--- src/jtag_prog_defs.svh ---
/*
 * Constants for the test port programming path: instruction codes,
 * data register lengths, register offsets and timing counts.
 * Assumes a 10 MHz core clock and byte addressing on the register bus.
 */
`ifndef JTAG_PROG_DEFS_SVH
`define JTAG_PROG_DEFS_SVH

// ----------------------------------------------------------------
// Instruction codes
// ----------------------------------------------------------------
`define IR_LEN 4
`define IR_CHAIN_RESET 4'hC
`define IR_PROG_UNLOCK 4'h4
`define IR_PROG_COMMAND 4'h5
`define IR_PAGE_LOAD 4'h6
`define IR_PAGE_READ 4'h7
`define IR_BYPASS 4'hF
`define IR_CAPTURE 4'h1

// ----------------------------------------------------------------
// Data register layout
// ----------------------------------------------------------------
`define UNLOCK_LEN 16
`define UNLOCK_SIGNATURE 16'hA370
`define CMD_LEN 15
`define BYTE_LEN 8
`define ADDR_LEN 16

// ----------------------------------------------------------------
// Register map (byte offsets) and field positions
// ----------------------------------------------------------------
`define OFS_CORE_CTRL 4'h0
`define OFS_STATUS 4'h4
`define OFS_WORD_ADDR 4'h8
`define OFS_COMMAND 4'hC
`define CTRL_DISABLE_BIT 0
`define CTRL_RESET 1'b0

// ----------------------------------------------------------------
// Timing
// ----------------------------------------------------------------
`define CLK_MHZ 10
`define DISABLE_CLR_CLKS 2
`define PAGE_WR_TCK 11
`define RST_TMO_US_0 1
`define RST_TMO_US_1 10
`define RST_TMO_US_2 100
`define RST_TMO_US_3 400
`define RST_TMO_CYC_0 (`RST_TMO_US_0 * `CLK_MHZ)
`define RST_TMO_CYC_1 (`RST_TMO_US_1 * `CLK_MHZ)
`define RST_TMO_CYC_2 (`RST_TMO_US_2 * `CLK_MHZ)
`define RST_TMO_CYC_3 (`RST_TMO_US_3 * `CLK_MHZ)

`endif

--- src/jtag_prog_pkg.sv ---
/*
 * Types shared by the programming path: the test access port states.
 * Assumes nothing of its surroundings.
 */
`default_nettype none

package jtag_prog_pkg;
	typedef enum logic [3:0] {
		TAP_RESET = 4'h0,
		TAP_IDLE = 4'h1,
		TAP_SEL_DR = 4'h2,
		TAP_CAP_DR = 4'h3,
		TAP_SH_DR = 4'h4,
		TAP_EX1_DR = 4'h5,
		TAP_PA_DR = 4'h6,
		TAP_EX2_DR = 4'h7,
		TAP_UPD_DR = 4'h8,
		TAP_SEL_IR = 4'h9,
		TAP_CAP_IR = 4'hA,
		TAP_SH_IR = 4'hB,
		TAP_EX1_IR = 4'hC,
		TAP_PA_IR = 4'hD,
		TAP_EX2_IR = 4'hE,
		TAP_UPD_IR = 4'hF
	} tap_state_t;
endpackage

`default_nettype wire

--- src/jtag_prog_path.sv ---
/*
 * Test port programming data path: TAP controller sampled on the core
 * clock, instruction register, reset chain, unlock register, command and
 * byte registers, page load/read sequencing and an AXI4-Lite slave.
 * Assumes TCK/TMS/TDI/reset pins are asynchronous and TCK is slower than
 * a quarter of CLOCK_IN; the array answers combinationally.
 */
// Behaviour
// - Path usable only with fuse and disable clear
// - Reset low clears disable bit after two clocks
// - All shift registers move LSB first
// - Four-bit instruction register selects data register
// - Run-Test/Idle generates internal programming pulses
// - Code 0xC selects one-bit reset chain
// - Reset chain one holds device in reset
// - Reset time-out follows chain release
// - Code 0x4 unlocks on signature match
// - Signature 0xA370, enable register clears at reset
// - Code 0x5 captures previous command result
// - Command shifts out result, update drives array
// - Each idle pass from Update-DR executes the applied command
// - Code 0x6 byte register is command low byte
// - Page load update writes page buffer promptly
// - Page load alternates low then high byte
// - Counter pre-increments before low byte, not first
// - Code 0x7 captures array byte, low first
// - Counter post-increments after every high byte
`include "jtag_prog_defs.svh"
`default_nettype none

module jtag_prog_path
	import jtag_prog_pkg::*;
(
	input wire logic CLOCK_IN,
	input wire logic RST_IN,
	input wire logic TCK_IN,
	input wire logic TMS_IN,
	input wire logic TDI_IN,
	output logic TDO_OUT,
	output logic TDO_EN_N_OUT,
	input wire logic EXT_RESET_N_IN,
	input wire logic TEST_PORT_ENABLE_FUSE_IN,
	input wire logic [1:0] RESET_TIMEOUT_FUSE_IN,
	output logic DEVICE_RESET_OUT,
	output logic [14:0] ARRAY_CMD_OUT,
	output logic ARRAY_EXEC_OUT,
	input wire logic [14:0] ARRAY_RESULT_IN,
	output logic PAGE_WR_OUT,
	output logic PAGE_HIGH_OUT,
	output logic [7:0] PAGE_DATA_OUT,
	output logic [15:0] WORD_ADDR_OUT,
	input wire logic [15:0] ARRAY_WORD_IN,
	input wire logic [3:0] S_AXI_AWADDR,
	input wire logic S_AXI_AWVALID,
	output logic S_AXI_AWREADY,
	input wire logic [31:0] S_AXI_WDATA,
	input wire logic [3:0] S_AXI_WSTRB,
	input wire logic S_AXI_WVALID,
	output logic S_AXI_WREADY,
	output logic [1:0] S_AXI_BRESP,
	output logic S_AXI_BVALID,
	input wire logic S_AXI_BREADY,
	input wire logic [3:0] S_AXI_ARADDR,
	input wire logic S_AXI_ARVALID,
	output logic S_AXI_ARREADY,
	output logic [31:0] S_AXI_RDATA,
	output logic [1:0] S_AXI_RRESP,
	output logic S_AXI_RVALID,
	input wire logic S_AXI_RREADY
);

	// ----------------------------------------------------------------
	// Pin synchronisers and TCK edge detection
	// ----------------------------------------------------------------
	logic [1:0] tck_s_reg, tms_s_reg, tdi_s_reg, rstn_s_reg, fuse_s_reg;
	logic [1:0] tmo_s1_reg, tmo_s2_reg;
	logic tck_d_reg;
	logic tck_rise, tck_fall;

	// Edges are only seen reliably while TCK stays well below CLOCK_IN
	always_ff @(posedge CLOCK_IN or posedge RST_IN) begin
		if (RST_IN) begin
			tck_s_reg <= 2'h0;
			tms_s_reg <= 2'h3;
			tdi_s_reg <= 2'h0;
			rstn_s_reg <= 2'h3;
			fuse_s_reg <= 2'h0;
			tmo_s1_reg <= 2'h0;
			tmo_s2_reg <= 2'h0;
			tck_d_reg <= 1'b0;
		end else begin
			tck_s_reg <= {tck_s_reg[0], TCK_IN};
			tms_s_reg <= {tms_s_reg[0], TMS_IN};
			tdi_s_reg <= {tdi_s_reg[0], TDI_IN};
			rstn_s_reg <= {rstn_s_reg[0], EXT_RESET_N_IN};
			fuse_s_reg <= {fuse_s_reg[0], TEST_PORT_ENABLE_FUSE_IN};
			tmo_s1_reg <= RESET_TIMEOUT_FUSE_IN;
			tmo_s2_reg <= tmo_s1_reg;
			tck_d_reg <= tck_s_reg[1];
		end
	end

	logic tms, tdi, ext_reset_n, fuse_prog;
	assign tms = tms_s_reg[1];
	assign tdi = tdi_s_reg[1];
	assign ext_reset_n = rstn_s_reg[1];
	assign fuse_prog = fuse_s_reg[1];
	assign tck_rise = tck_s_reg[1] & ~tck_d_reg;
	assign tck_fall = ~tck_s_reg[1] & tck_d_reg;

	// ----------------------------------------------------------------
	// Disable bit and port enable
	// ----------------------------------------------------------------
	logic disable_reg;
	logic [1:0] dis_cnt_reg;
	logic port_enable;
	logic ctrl_wr;
	logic [31:0] wdata_reg;
	logic [3:0] wstrb_reg;

	// Held external reset counts two chip clocks, then frees the pins
	always_ff @(posedge CLOCK_IN or posedge RST_IN) begin
		if (RST_IN) begin
			disable_reg <= `CTRL_RESET;
			dis_cnt_reg <= 2'h0;
		end else begin
			if (ext_reset_n || !disable_reg) begin
				dis_cnt_reg <= 2'h0;
			end else if (dis_cnt_reg != 2'(`DISABLE_CLR_CLKS)) begin
				dis_cnt_reg <= dis_cnt_reg + 2'h1;
			end
			if (disable_reg && !ext_reset_n && dis_cnt_reg == 2'(`DISABLE_CLR_CLKS)) begin
				disable_reg <= 1'b0; // Hardware clear beats a write in the same cycle
			end else if (ctrl_wr && wstrb_reg[0]) begin
				disable_reg <= wdata_reg[`CTRL_DISABLE_BIT];
			end
		end
	end

	assign port_enable = fuse_prog & ~disable_reg;

	// ----------------------------------------------------------------
	// TAP controller
	// ----------------------------------------------------------------
	tap_state_t tap_reg, tap_next;
	always_comb begin
		unique case (tap_reg)
			TAP_RESET: tap_next = tms ? TAP_RESET : TAP_IDLE;
			TAP_IDLE: tap_next = tms ? TAP_SEL_DR : TAP_IDLE;
			TAP_SEL_DR: tap_next = tms ? TAP_SEL_IR : TAP_CAP_DR;
			TAP_CAP_DR: tap_next = tms ? TAP_EX1_DR : TAP_SH_DR;
			TAP_SH_DR: tap_next = tms ? TAP_EX1_DR : TAP_SH_DR;
			TAP_EX1_DR: tap_next = tms ? TAP_UPD_DR : TAP_PA_DR;
			TAP_PA_DR: tap_next = tms ? TAP_EX2_DR : TAP_PA_DR;
			TAP_EX2_DR: tap_next = tms ? TAP_UPD_DR : TAP_SH_DR;
			TAP_UPD_DR: tap_next = tms ? TAP_SEL_DR : TAP_IDLE;
			TAP_SEL_IR: tap_next = tms ? TAP_RESET : TAP_CAP_IR;
			TAP_CAP_IR: tap_next = tms ? TAP_EX1_IR : TAP_SH_IR;
			TAP_SH_IR: tap_next = tms ? TAP_EX1_IR : TAP_SH_IR;
			TAP_EX1_IR: tap_next = tms ? TAP_UPD_IR : TAP_PA_IR;
			TAP_PA_IR: tap_next = tms ? TAP_EX2_IR : TAP_PA_IR;
			TAP_EX2_IR: tap_next = tms ? TAP_UPD_IR : TAP_SH_IR;
			TAP_UPD_IR: tap_next = tms ? TAP_SEL_DR : TAP_IDLE;
		endcase
	end

	// A locked port keeps the TAP parked in reset
	always_ff @(posedge CLOCK_IN or posedge RST_IN) begin
		if (RST_IN) begin
			tap_reg <= TAP_RESET;
		end else if (!port_enable) begin
			tap_reg <= TAP_RESET;
		end else if (tck_rise) begin
			tap_reg <= tap_next;
		end
	end

	logic cap_dr, sh_dr, upd_dr, sh_ir, upd_ir, idle_entry;
	assign cap_dr = tck_rise && tap_reg == TAP_CAP_DR;
	assign sh_dr = tck_rise && tap_reg == TAP_SH_DR;
	assign upd_dr = tck_rise && tap_reg == TAP_UPD_DR;
	assign sh_ir = tck_rise && tap_reg == TAP_SH_IR;
	assign upd_ir = tck_rise && tap_reg == TAP_UPD_IR;
	assign idle_entry = tck_rise && tap_reg != TAP_IDLE && tap_next == TAP_IDLE;

	// ----------------------------------------------------------------
	// Instruction register
	// ----------------------------------------------------------------
	logic [3:0] ir_sr_reg, ir_reg;
	// Four-bit code picks the data register, shifted LSB first
	always_ff @(posedge CLOCK_IN or posedge RST_IN) begin
		if (RST_IN) begin
			ir_sr_reg <= 4'h0;
			ir_reg <= `IR_BYPASS;
		end else if (tap_reg == TAP_RESET) begin
			ir_reg <= `IR_BYPASS;
		end else if (tck_rise && tap_reg == TAP_CAP_IR) begin
			ir_sr_reg <= `IR_CAPTURE;
		end else if (sh_ir) begin
			ir_sr_reg <= {tdi, ir_sr_reg[3:1]};
		end else if (upd_ir) begin
			ir_reg <= ir_sr_reg;
		end
	end

	// ----------------------------------------------------------------
	// Data registers
	// ----------------------------------------------------------------
	logic chain_reg, bypass_reg, prog_mode_reg, hi_sel_reg, first_reg;
	logic [15:0] enable_reg, addr_reg;
	logic [14:0] cmd_sr_reg, cmd_reg;
	logic sel_chain, sel_unlock, sel_cmd, sel_load, sel_read;
	logic addr_wr;

	assign sel_chain = ir_reg == `IR_CHAIN_RESET;
	assign sel_unlock = ir_reg == `IR_PROG_UNLOCK;
	assign sel_cmd = ir_reg == `IR_PROG_COMMAND && prog_mode_reg;
	assign sel_load = ir_reg == `IR_PAGE_LOAD && prog_mode_reg;
	assign sel_read = ir_reg == `IR_PAGE_READ && prog_mode_reg;

	// Reset chain: the bit itself is the reset, no update latch
	always_ff @(posedge CLOCK_IN or posedge RST_IN) begin
		if (RST_IN) begin
			chain_reg <= 1'b0;
			bypass_reg <= 1'b0;
		end else if (sh_dr) begin
			if (sel_chain) begin
				chain_reg <= tdi;
			end
			bypass_reg <= tdi;
		end
	end

	// Unlock register, cleared only by power-on reset
	always_ff @(posedge CLOCK_IN or posedge RST_IN) begin
		if (RST_IN) begin
			enable_reg <= 16'h0000;
			prog_mode_reg <= 1'b0;
		end else if (sh_dr && sel_unlock) begin
			enable_reg <= {tdi, enable_reg[15:1]};
		end else if (upd_dr && sel_unlock) begin
			prog_mode_reg <= enable_reg == `UNLOCK_SIGNATURE;
		end
	end

	// Command register; byte register is its low eight bits
	always_ff @(posedge CLOCK_IN or posedge RST_IN) begin
		if (RST_IN) begin
			cmd_sr_reg <= 15'h0000;
			cmd_reg <= 15'h0000;
		end else if (cap_dr && sel_cmd) begin
			cmd_sr_reg <= ARRAY_RESULT_IN;
		end else if (cap_dr && sel_read) begin
			cmd_sr_reg[7:0] <= hi_sel_reg ? ARRAY_WORD_IN[15:8] : ARRAY_WORD_IN[7:0];
		end else if (sh_dr && sel_cmd) begin
			cmd_sr_reg <= {tdi, cmd_sr_reg[14:1]};
		end else if (sh_dr && (sel_load || sel_read)) begin
			cmd_sr_reg[7:0] <= {tdi, cmd_sr_reg[7:1]};
		end else if (upd_dr && sel_cmd) begin
			cmd_reg <= cmd_sr_reg;
		end
	end

	// ----------------------------------------------------------------
	// Page sequencing: byte alternation and word address counter
	// ----------------------------------------------------------------
	logic wr_pend_reg;
	logic [7:0] temp_reg;
	// A fresh instruction restarts at the low byte
	always_ff @(posedge CLOCK_IN or posedge RST_IN) begin
		if (RST_IN) begin
			hi_sel_reg <= 1'b0;
			first_reg <= 1'b1;
		end else if (upd_ir) begin
			hi_sel_reg <= 1'b0;
			first_reg <= 1'b1;
		end else if ((upd_dr && sel_load) || (cap_dr && sel_read)) begin
			hi_sel_reg <= ~hi_sel_reg;
			first_reg <= 1'b0;
		end
	end

	// Load pre-increments before low bytes; read post-increments after high
	always_ff @(posedge CLOCK_IN or posedge RST_IN) begin
		if (RST_IN) begin
			addr_reg <= 16'h0000;
		end else if (upd_dr && sel_load && !hi_sel_reg && !first_reg) begin
			addr_reg <= addr_reg + 16'h0001;
		end else if (cap_dr && sel_read && hi_sel_reg) begin
			addr_reg <= addr_reg + 16'h0001;
		end else if (addr_wr) begin
			addr_reg <= wdata_reg[15:0];
		end
	end

	// Update copies the byte; the buffer write follows two clocks after the update
	always_ff @(posedge CLOCK_IN or posedge RST_IN) begin
		if (RST_IN) begin
			temp_reg <= 8'h00;
			wr_pend_reg <= 1'b0;
			PAGE_WR_OUT <= 1'b0;
			PAGE_HIGH_OUT <= 1'b0;
			PAGE_DATA_OUT <= 8'h00;
		end else begin
			wr_pend_reg <= upd_dr && sel_load;
			PAGE_WR_OUT <= wr_pend_reg;
			if (upd_dr && sel_load) begin
				temp_reg <= cmd_sr_reg[7:0];
				PAGE_HIGH_OUT <= hi_sel_reg;
			end
			if (wr_pend_reg) begin
				PAGE_DATA_OUT <= temp_reg;
			end
		end
	end

	// ----------------------------------------------------------------
	// Array command, execute pulse and device reset
	// ----------------------------------------------------------------
	always_ff @(posedge CLOCK_IN or posedge RST_IN) begin
		if (RST_IN) begin
			ARRAY_EXEC_OUT <= 1'b0;
		end else begin
			// Leaving Update-IR still selects the old instruction, so the pulse is masked then
			ARRAY_EXEC_OUT <= idle_entry && sel_cmd && !upd_ir;
		end
	end

	logic [11:0] tmo_cnt_reg, tmo_load;
	logic chain_d_reg;
	always_comb begin
		unique case (tmo_s2_reg)
			2'h0: tmo_load = 12'(`RST_TMO_CYC_0);
			2'h1: tmo_load = 12'(`RST_TMO_CYC_1);
			2'h2: tmo_load = 12'(`RST_TMO_CYC_2);
			2'h3: tmo_load = 12'(`RST_TMO_CYC_3);
		endcase
	end

	// Time-out starts when the chain is released
	always_ff @(posedge CLOCK_IN or posedge RST_IN) begin
		if (RST_IN) begin
			chain_d_reg <= 1'b0;
			tmo_cnt_reg <= 12'h000;
		end else begin
			chain_d_reg <= chain_reg;
			if (chain_d_reg && !chain_reg) begin
				tmo_cnt_reg <= tmo_load;
			end else if (tmo_cnt_reg != 12'h000) begin
				tmo_cnt_reg <= tmo_cnt_reg - 12'h001;
			end
		end
	end

	// Chain bit acts unlatched, straight onto the reset line
	assign DEVICE_RESET_OUT = chain_reg | chain_d_reg | (tmo_cnt_reg != 12'h000);
	assign ARRAY_CMD_OUT = cmd_reg;
	assign WORD_ADDR_OUT = addr_reg;

	// ----------------------------------------------------------------
	// TDO, changed on falling TCK
	// ----------------------------------------------------------------
	logic tdo_reg, tdo_en_n_reg, dr_lsb;
	always_comb begin
		if (sel_chain) begin
			dr_lsb = chain_reg;
		end else if (sel_unlock) begin
			dr_lsb = enable_reg[0];
		end else if (sel_cmd || sel_load || sel_read) begin
			dr_lsb = cmd_sr_reg[0];
		end else begin
			dr_lsb = bypass_reg;
		end
	end

	always_ff @(posedge CLOCK_IN or posedge RST_IN) begin
		if (RST_IN) begin
			tdo_reg <= 1'b0;
			tdo_en_n_reg <= 1'b1;
		end else if (tck_fall) begin
			tdo_reg <= tap_reg == TAP_SH_IR ? ir_sr_reg[0] : dr_lsb;
			tdo_en_n_reg <= !(tap_reg == TAP_SH_IR || tap_reg == TAP_SH_DR);
		end
	end
	assign TDO_OUT = tdo_reg;
	assign TDO_EN_N_OUT = tdo_en_n_reg;

	// ----------------------------------------------------------------
	// AXI4-Lite slave
	// ----------------------------------------------------------------
	logic aw_full_reg, w_full_reg;
	logic [3:0] awaddr_reg;
	logic wr_go;
	assign S_AXI_AWREADY = !aw_full_reg && !S_AXI_BVALID;
	assign S_AXI_WREADY = !w_full_reg && !S_AXI_BVALID;
	assign wr_go = aw_full_reg && w_full_reg && !S_AXI_BVALID;
	assign ctrl_wr = wr_go && awaddr_reg == `OFS_CORE_CTRL;
	assign addr_wr = wr_go && awaddr_reg == `OFS_WORD_ADDR && wstrb_reg[1:0] == 2'h3;

	// Address and data are taken in either order; response after both
	always_ff @(posedge CLOCK_IN or posedge RST_IN) begin
		if (RST_IN) begin
			aw_full_reg <= 1'b0;
			w_full_reg <= 1'b0;
			awaddr_reg <= 4'h0;
			wdata_reg <= 32'h00000000;
			wstrb_reg <= 4'h0;
			S_AXI_BVALID <= 1'b0;
			S_AXI_BRESP <= 2'h0;
		end else begin
			if (S_AXI_AWVALID && S_AXI_AWREADY) begin
				aw_full_reg <= 1'b1;
				awaddr_reg <= S_AXI_AWADDR;
			end
			if (S_AXI_WVALID && S_AXI_WREADY) begin
				w_full_reg <= 1'b1;
				wdata_reg <= S_AXI_WDATA;
				wstrb_reg <= S_AXI_WSTRB;
			end
			if (wr_go) begin
				aw_full_reg <= 1'b0;
				w_full_reg <= 1'b0;
				S_AXI_BVALID <= 1'b1;
				S_AXI_BRESP <= (awaddr_reg == `OFS_CORE_CTRL || awaddr_reg == `OFS_WORD_ADDR)
					? 2'h0 : 2'h2;
			end else if (S_AXI_BREADY) begin
				S_AXI_BVALID <= 1'b0;
			end
		end
	end

	// Reads answer one clock after the address; unmapped gives SLVERR
	assign S_AXI_ARREADY = !S_AXI_RVALID;
	always_ff @(posedge CLOCK_IN or posedge RST_IN) begin
		if (RST_IN) begin
			S_AXI_RVALID <= 1'b0;
			S_AXI_RDATA <= 32'h00000000;
			S_AXI_RRESP <= 2'h0;
		end else if (S_AXI_ARVALID && S_AXI_ARREADY) begin
			S_AXI_RVALID <= 1'b1;
			S_AXI_RRESP <= 2'h0;
			unique case (S_AXI_ARADDR)
				`OFS_CORE_CTRL: S_AXI_RDATA <= {31'h0, disable_reg};
				`OFS_STATUS: S_AXI_RDATA <= {24'h0, ir_reg, DEVICE_RESET_OUT,
					chain_reg, prog_mode_reg, port_enable};
				`OFS_WORD_ADDR: S_AXI_RDATA <= {16'h0, addr_reg};
				`OFS_COMMAND: S_AXI_RDATA <= {17'h0, cmd_reg};
				default: begin
					S_AXI_RDATA <= 32'h00000000;
					S_AXI_RRESP <= 2'h2;
				end
			endcase
		end else if (S_AXI_RREADY) begin
			S_AXI_RVALID <= 1'b0;
		end
	end
endmodule // jtag_prog_path

`default_nettype wire

--- config.mk ---
export PLATFORM = sky130hd
export DESIGN_NAME = jtag_prog_path
export DESIGN_NICKNAME = d
export VERILOG_FILES = /design/src/jtag_prog_pkg.sv /design/src/jtag_prog_path.sv
export VERILOG_INCLUDE_DIRS = /design/src /design/src/src
export SDC_FILE = /design/constraint.sdc
export NUM_CORES = 1
export LEC_CHECK = 0
export BUFFER_PORTS_ARGS = -buffer_cell sky130_fd_sc_hd__buf_2
export CORE_MARGIN = 2
export CORE_UTILIZATION = 50
export CTS_CLUSTER_DIAMETER = 150
export DETAILED_ROUTE_END_ITERATION = 6
export PLACE_DENSITY = 0.77
export REMOVE_ABC_BUFFERS = 1
export SKIP_CTS_REPAIR_TIMING = 1
export SYNTH_ARGS = -nofsm -noshare
export SYNTH_HDL_FRONTEND = slang
export SYNTH_SLANG_ARGS = --single-unit
export TNS_END_PERCENT = 5
--- constraint.sdc ---
create_clock -name CLOCK_IN -period 7.25 [get_ports CLOCK_IN]
set_input_delay 2.175 -clock CLOCK_IN [delete_from_list [all_inputs] [get_ports CLOCK_IN]]
set_output_delay 2.175 -clock CLOCK_IN [all_outputs]
set_load 0.02 [all_outputs]
==> results of run 1 <==
-- critical path, stage by stage (launching register included) --
cell     delay [ns]
dfrtp_1        0.39
inv_1          0.10
ha_1           0.20
or3b_1         0.46
nor4_4         0.53
nand2_1        0.16
buf_2          0.20
-- per-layer routing --
layer  track usage [%]  vias up  routed length (um)
met5                 0        -                   0
met4              8.24        0                 483
met3              6.02       37                1220
met2              36.0      220                9210
met1              29.6     3103                8350
li1                  -     2964                   -
-- cells by family (layout without fill, tap and decap cells) --
logic type                 Yosys count  after routing  synth area share (%)
and+or+nand+nor                    237            237                  15.2
muxes                               93             93                  12.3
adders and majority gates            7              7                  1.05
AOI/OAI and AO/OA                  162            162                  12.8
buffers and inverters               83            200                  4.71
xor gates and xnor gates             8              8                 0.842
other                                1             18                0.0451
DFF                                176            176                  53.1
-- cells in the mapped netlist, types with 12 or more instances --
| library cell | number | area (sq um) |
|---|---|---|
| dfrtp_1 | 166 | 4150 |
| nand2_1 | 92 | 345 |
| mux2_2 | 71 | 800 |
| o21ai_0 | 44 | 220 |
| nor2_1 | 42 | 158 |
| clkbuf_1 | 28 | 105 |
| inv_1 | 26 | 97.6 |
| a21oi_1 | 24 | 120 |
| mux2i_1 | 22 | 220 |
| buf_4 | 18 | 135 |
| a211oi_1 | 17 | 128 |
| a31oi_1 | 16 | 100 |
| a22oi_1 | 14 | 105 |
| and3_1 | 12 | 75.1 |
| nor2b_1 | 12 | 75.1 |
-- layout make-up --
type	count	area (sq um)	share of cell area (%)
inverters	26	103	1.05
repair buffers	142	721	7.39
clock buffers	18	439	4.50
flip-flops and latches	176	4420	45.3
well taps	220	275	2.82
multi-input cells	525	3580	36.7
clock inverters	14	226	2.32
-- worst paths after layout --
| check | endpoint | depth (start not counted) | start |
|---|---|---|---|
| min in group asynchronous | tck_s_reg[0]$_DFF_PP0_ | 2 | RST_IN |
| max | DEVICE_RESET_OUT | 6 | tmo_cnt_reg[0]$_DFFE_PP0P_ |
| max reg2reg | cmd_sr_reg[0]$_DFFE_PP0N_ | 5 | tap_reg[0]$_DFFE_PP0P_ |
| min reg2reg | fuse_s_reg[1]$_DFF_PP0_ | 0 | fuse_s_reg[0]$_DFF_PP0_ |
| min | fuse_s_reg[1]$_DFF_PP0_ | 0 | fuse_s_reg[0]$_DFF_PP0_ |
| max in group asynchronous | tmo_cnt_reg[11]$_DFFE_PP0P_ | 3 | RST_IN |
-- metrics by stage --
stage / util (%) / power, mW / instance area (sq um)
3_5_place_dp: 55.4 / 1.69 / 9090
6_report: 59.5 / 2.70 / 9760
3_3_place_gp: 55.4 / 1.68 / 9090
2_1_floorplan: - / 1.52 / 8090
4_1_cts: 59.5 / 2.72 / 9760
5_1_grt: 59.5 / 2.82 / 9760
-- report_power, final --
| part | total, mW | leakage [nW] | switching (mW) | internal, mW |
|---|---|---|---|---|
| Clock | 1.03 | 0.323 | 0.402 | 0.628 |
| Sequential | 1.24 | 2.25 | 0.133 | 1.11 |
| Combinational | 0.430 | 2.09 | 0.246 | 0.184 |
| Total | 2.70 | 4.67 | 0.780 | 1.92 |
==> flow_summary_export.csv, run 1 <==
group,metric,value,unit
sta,fin_hold_ws,0.351,ns
route,detail_route.vias_per_cell,5.64,
finish,nets,984,
sta,slew_headroom,24.7,%
route,wirelength,19300,um
worst_setup_path,endpoint_kind,"primary output",
die,die-height,133,um
power,power.density,277,mW/mm^2
clocking,cts_buffers,17,
yosys,postSynthAreaPerCell,10.8,sq um
worst_setup_path,worstPathArrival,2.48,ns
die,rows,47,
sta,totalNegativeSetupSlack,0,ns
yosys,synthArstFlopShare,100,%
yosys,synth_cell_types,68,
global_route,gr-total-overflow,0,
place,pre_cts_ws,2.99,ns
route,drt_iter0_drc,498,
global_route,grt_first_pass_wirelength,31300,um
outcome,status,"finished, final reports clean",
route,wire_per_inst,17.2,um
finish,antenna_cells,0,
sta,setup_slack,2.60,ns
worst_setup_path,reg2reg_setup_slack,4.46,ns
sta,timing.final.crit_share,64.2,%
finish,fin_cells,1121,
clocking,cts_max_level,4,
clocking,numClockSinks,176,
route,dr.pass1.iters,4,
sta,setup_viol,0,
route,postRouteAntennaNets,0,
clocking,clk_pin_slew,0.07,ns
finish,nFillCells,1347,
worst_setup_path,critical_path_required,5.08,ns
global_route,grt_max_degree,72,
clocking,clockBufferDepth,2,
hold_path,hold_class,"register to register",
clocking,cts_root_buf,"clkbuf_16",
worst_setup_path,path_max_fanout,9,
die,core,0.0164,sq mm
global_route,grt_usage,22.5,%
clocking,worstSkewPairLatency,0.43,ns
sta,rsz0062_at_grt,"no",
sta,tightestPinTransition,1.12,ns
sta,final_max_slew_viol_count,0,
power,total_leakage_power,4.67,nW
die,ios,175,
die,start_util,50.7,%
place,dp_hpwl,13700,um
place,gp_congestion,0.872,
yosys,yosysWarnings,0,
die,dieArea,0.0177,sq mm
yosys,synth_ff_type,"dfrtp_1",
finish,syn_to_final_growth,17.3,%
yosys,synth_area,0.00832,sq mm
yosys,ys_ff_latch,176,
flow_run,max-cap-violations,0,
worst_setup_path,start_kind,"register",
clocking,cts_tree,"done",
sta,fmaxAchievable,215,MHz
sta,finalHoldViolations,0,
die,die_x,133,um
sta,finalCriticalPeriod,4.65,ns
yosys,seq_area_frac_synth,53.1,%
finish,final_common_cell,"dfrtp_1",
yosys,synth_edf_count,0,
place,place_inst,1089,
power,ir_worst_vdd,0.178,mV
route,via_count,6324,
yosys,syn_inst,767,
place,port_buffers,138,
global_route,antenna_found_initial,0,
finish,drive_gt1_share,29.9,%
finish,mostFrequentLayoutCells,"166 x dfrtp_1, 138 x buf_2, 92 x nand2_1",
global_route,grt_pass1_vias,6223,
route,drc,0,
worst_setup_path,worstSetupPathType,"register to primary output",
sta,fin_skew,0.00952,ns
No activity file was read; power rests on OpenSTA's default activity.
==> inputs of run 2 (changes only) <==
- CORE_UTILIZATION: 50 -> 55
- PLACE_DENSITY: 0.77 -> 0.8
- clock period: 7.25 -> 4.5 ns (I/O delays scaled with it)
==> flow_summary_export.csv, run 2 (synthesized netlist as in run 1, its figures left out) <==
group,metric,value,unit
outcome,status,"finished, final reports clean",
die,die-height,127,um
worst_setup_path,r2r_start,"tap_reg[0]$_DFFE_PP0P_",
clocking,clockBufferDepth,2,
sta,tightestPinTransition,1.03,ns
power,total_leakage_power,4.62,nW
global_route,gr-total-overflow,0,
finish,final_common_cell,"dfrtp_1",
die,dieArea,0.0161,sq mm
worst_setup_path,worstPathArrival,2.50,ns
worst_setup_path,critical_path_required,3.15,ns
die,rows,44,
power,swShare,30.1,%
worst_setup_path,start_kind,"register",
hold_path,hold_class,"register to register",
sta,slew_headroom,30.7,%
finish,drive_gt1_share,29.7,%
finish,mostFrequentLayoutCells,"166 x dfrtp_1, 138 x buf_2, 92 x nand2_1",
finish,fin_area,0.00964,sq mm
global_route,grt_pass1_vias,6212,
route,drc,0,
sta,finalHoldViolations,0,
power,power_frac_seq,48.2,%
sta,setup_slack,0.649,ns
sta,rsz0062_at_grt,"no",
finish,fin_cells,1085,
route,via_count,6399,
route,wire_per_inst,17.9,um
worst_setup_path,worstSetupPathType,"register to primary output",
finish,antenna_cells,0,
clocking,worstSkewPairLatency,0.44,ns
place,place_inst,1053,
clocking,cts_tree,"done",
place,dp_hpwl,13800,um
clocking,cts_max_level,4,
sta,final_max_slew_viol_count,0,
route,dr.pass1.iters,5,
power,combinationalPowerShare,16.7,%
worst_setup_path,cp-startpoint,"tmo_cnt_reg[0]$_DFFE_PP0P_",
power,p_int,2.91,mW
worst_setup_path,endpoint_kind,"primary output",
route,detail_route.vias_per_cell,5.90,
die,core,0.0146,sq mm
clocking,cts_root_buf,"clkbuf_16",
route,postRouteAntennaNets,0,
die,die_x,127,um
place,gp_congestion,0.854,
place,port_buffers,138,
sta,fmaxAchievable,260,MHz
die,ios,175,
sta,setup_viol,0,
sta,timing.final.crit_share,85.6,%
die,start_util,56.8,%
global_route,antenna_found_initial,0,
power,switchingPower,1.25,mW
clocking,cts_buffers,17,
hold_path,hold_start,"tck_s_reg[0]$_DFF_PP0_",
place,pre_cts_ws,1.11,ns
finish,nets,984,
global_route,grt_usage,24.9,%
sta,fin_skew,0.00919,ns
clocking,clk_pin_slew,0.07,ns
power,power.density,432,mW/mm^2
worst_setup_path,path_max_fanout,9,
route,wirelength,19400,um
global_route,grt_first_pass_wirelength,31700,um
place,place_area,0.00906,sq mm
global_route,grt_max_degree,85,
clocking,numClockSinks,176,
finish,syn_to_final_growth,15.9,%
sta,finalCriticalPeriod,3.85,ns
route,drt_iter0_drc,638,
power,ir_worst_vdd,0.283,mV
power,pwr-share-clk,35.1,%
flow_run,max-cap-violations,0,
run 2: cell types whose count changed in the layout (fill, tap and decap cells not counted), sizes merged:
cell | previous run | this run
clkinvlp | 1 | 4
bufinv | 5 | 2
run 2: metrics by stage:
stage               total power, mW  hold WS, ns  TNS, ns  utilization [%]
finish                         4.17        0.347        0             65.9
CTS                            4.19        0.350        0             65.9
global placement               2.70        0.333        0             61.9
floorplan                      2.45        0.331  -269.63                -
global route                   4.36        0.356        0             65.9
detailed placement             2.73        0.336        0             61.9
run 2: final cells by class:
| type | instances | area [sq um] |
|---|---|---|
| Tap cell | 184 | 230 |
| Clock inverter | 14 | 156 |
| Clock buffer | 18 | 429 |
| Timing Repair Buffer | 142 | 733 |
| Fill cell | 1129 | 5000 |
| Inverter | 26 | 103 |
| Sequential cell | 176 | 4420 |
| Multi-Input combinational cell | 525 | 3580 |
run 2: path summary, 6_finish.rpt:
path	endpoint	slack [ns]	depth (start not counted)
worst max register to register	cmd_sr_reg[3]$_DFFE_PP0N_	1.81	5
max in group asynchronous	enable_reg[8]$_DFFE_PP0P_	2.64	3
worst min-delay path	tck_s_reg[1]$_DFF_PP0_	0.35	0
worst min register to register	tck_s_reg[1]$_DFF_PP0_	0.35	0
min in group asynchronous	wstrb_reg[0]$_DFFE_PP0P_	0.92	2
worst max-delay path	DEVICE_RESET_OUT	0.65	6
run 2: per-layer routing:
layer	up-vias	track usage, %	share of wire, %
li1	2963	-	-
met3	37	5.70	6.3
met2	240	39.3	48
met5	-	0	0
met1	3159	34.2	43
met4	0	8.99	2.2
run 2: worst max-delay path, cell delays in order (launching register included):
cell     delay (ns)
dfrtp_1        0.39
inv_1          0.09
ha_1           0.18
or3b_1         0.48
nor4_4         0.53
nand2_1        0.18
buf_2          0.21
run 2: power groups by stage:
stage	logic, mW	registers (mW)	clock network [mW]
after floorplan	0.383	2.06	0
after global placement	0.678	2.02	0
after detailed placement	0.699	2.03	0
after CTS	0.701	2.00	1.49
after global routing	0.760	2.04	1.56
final	0.695	2.01	1.46
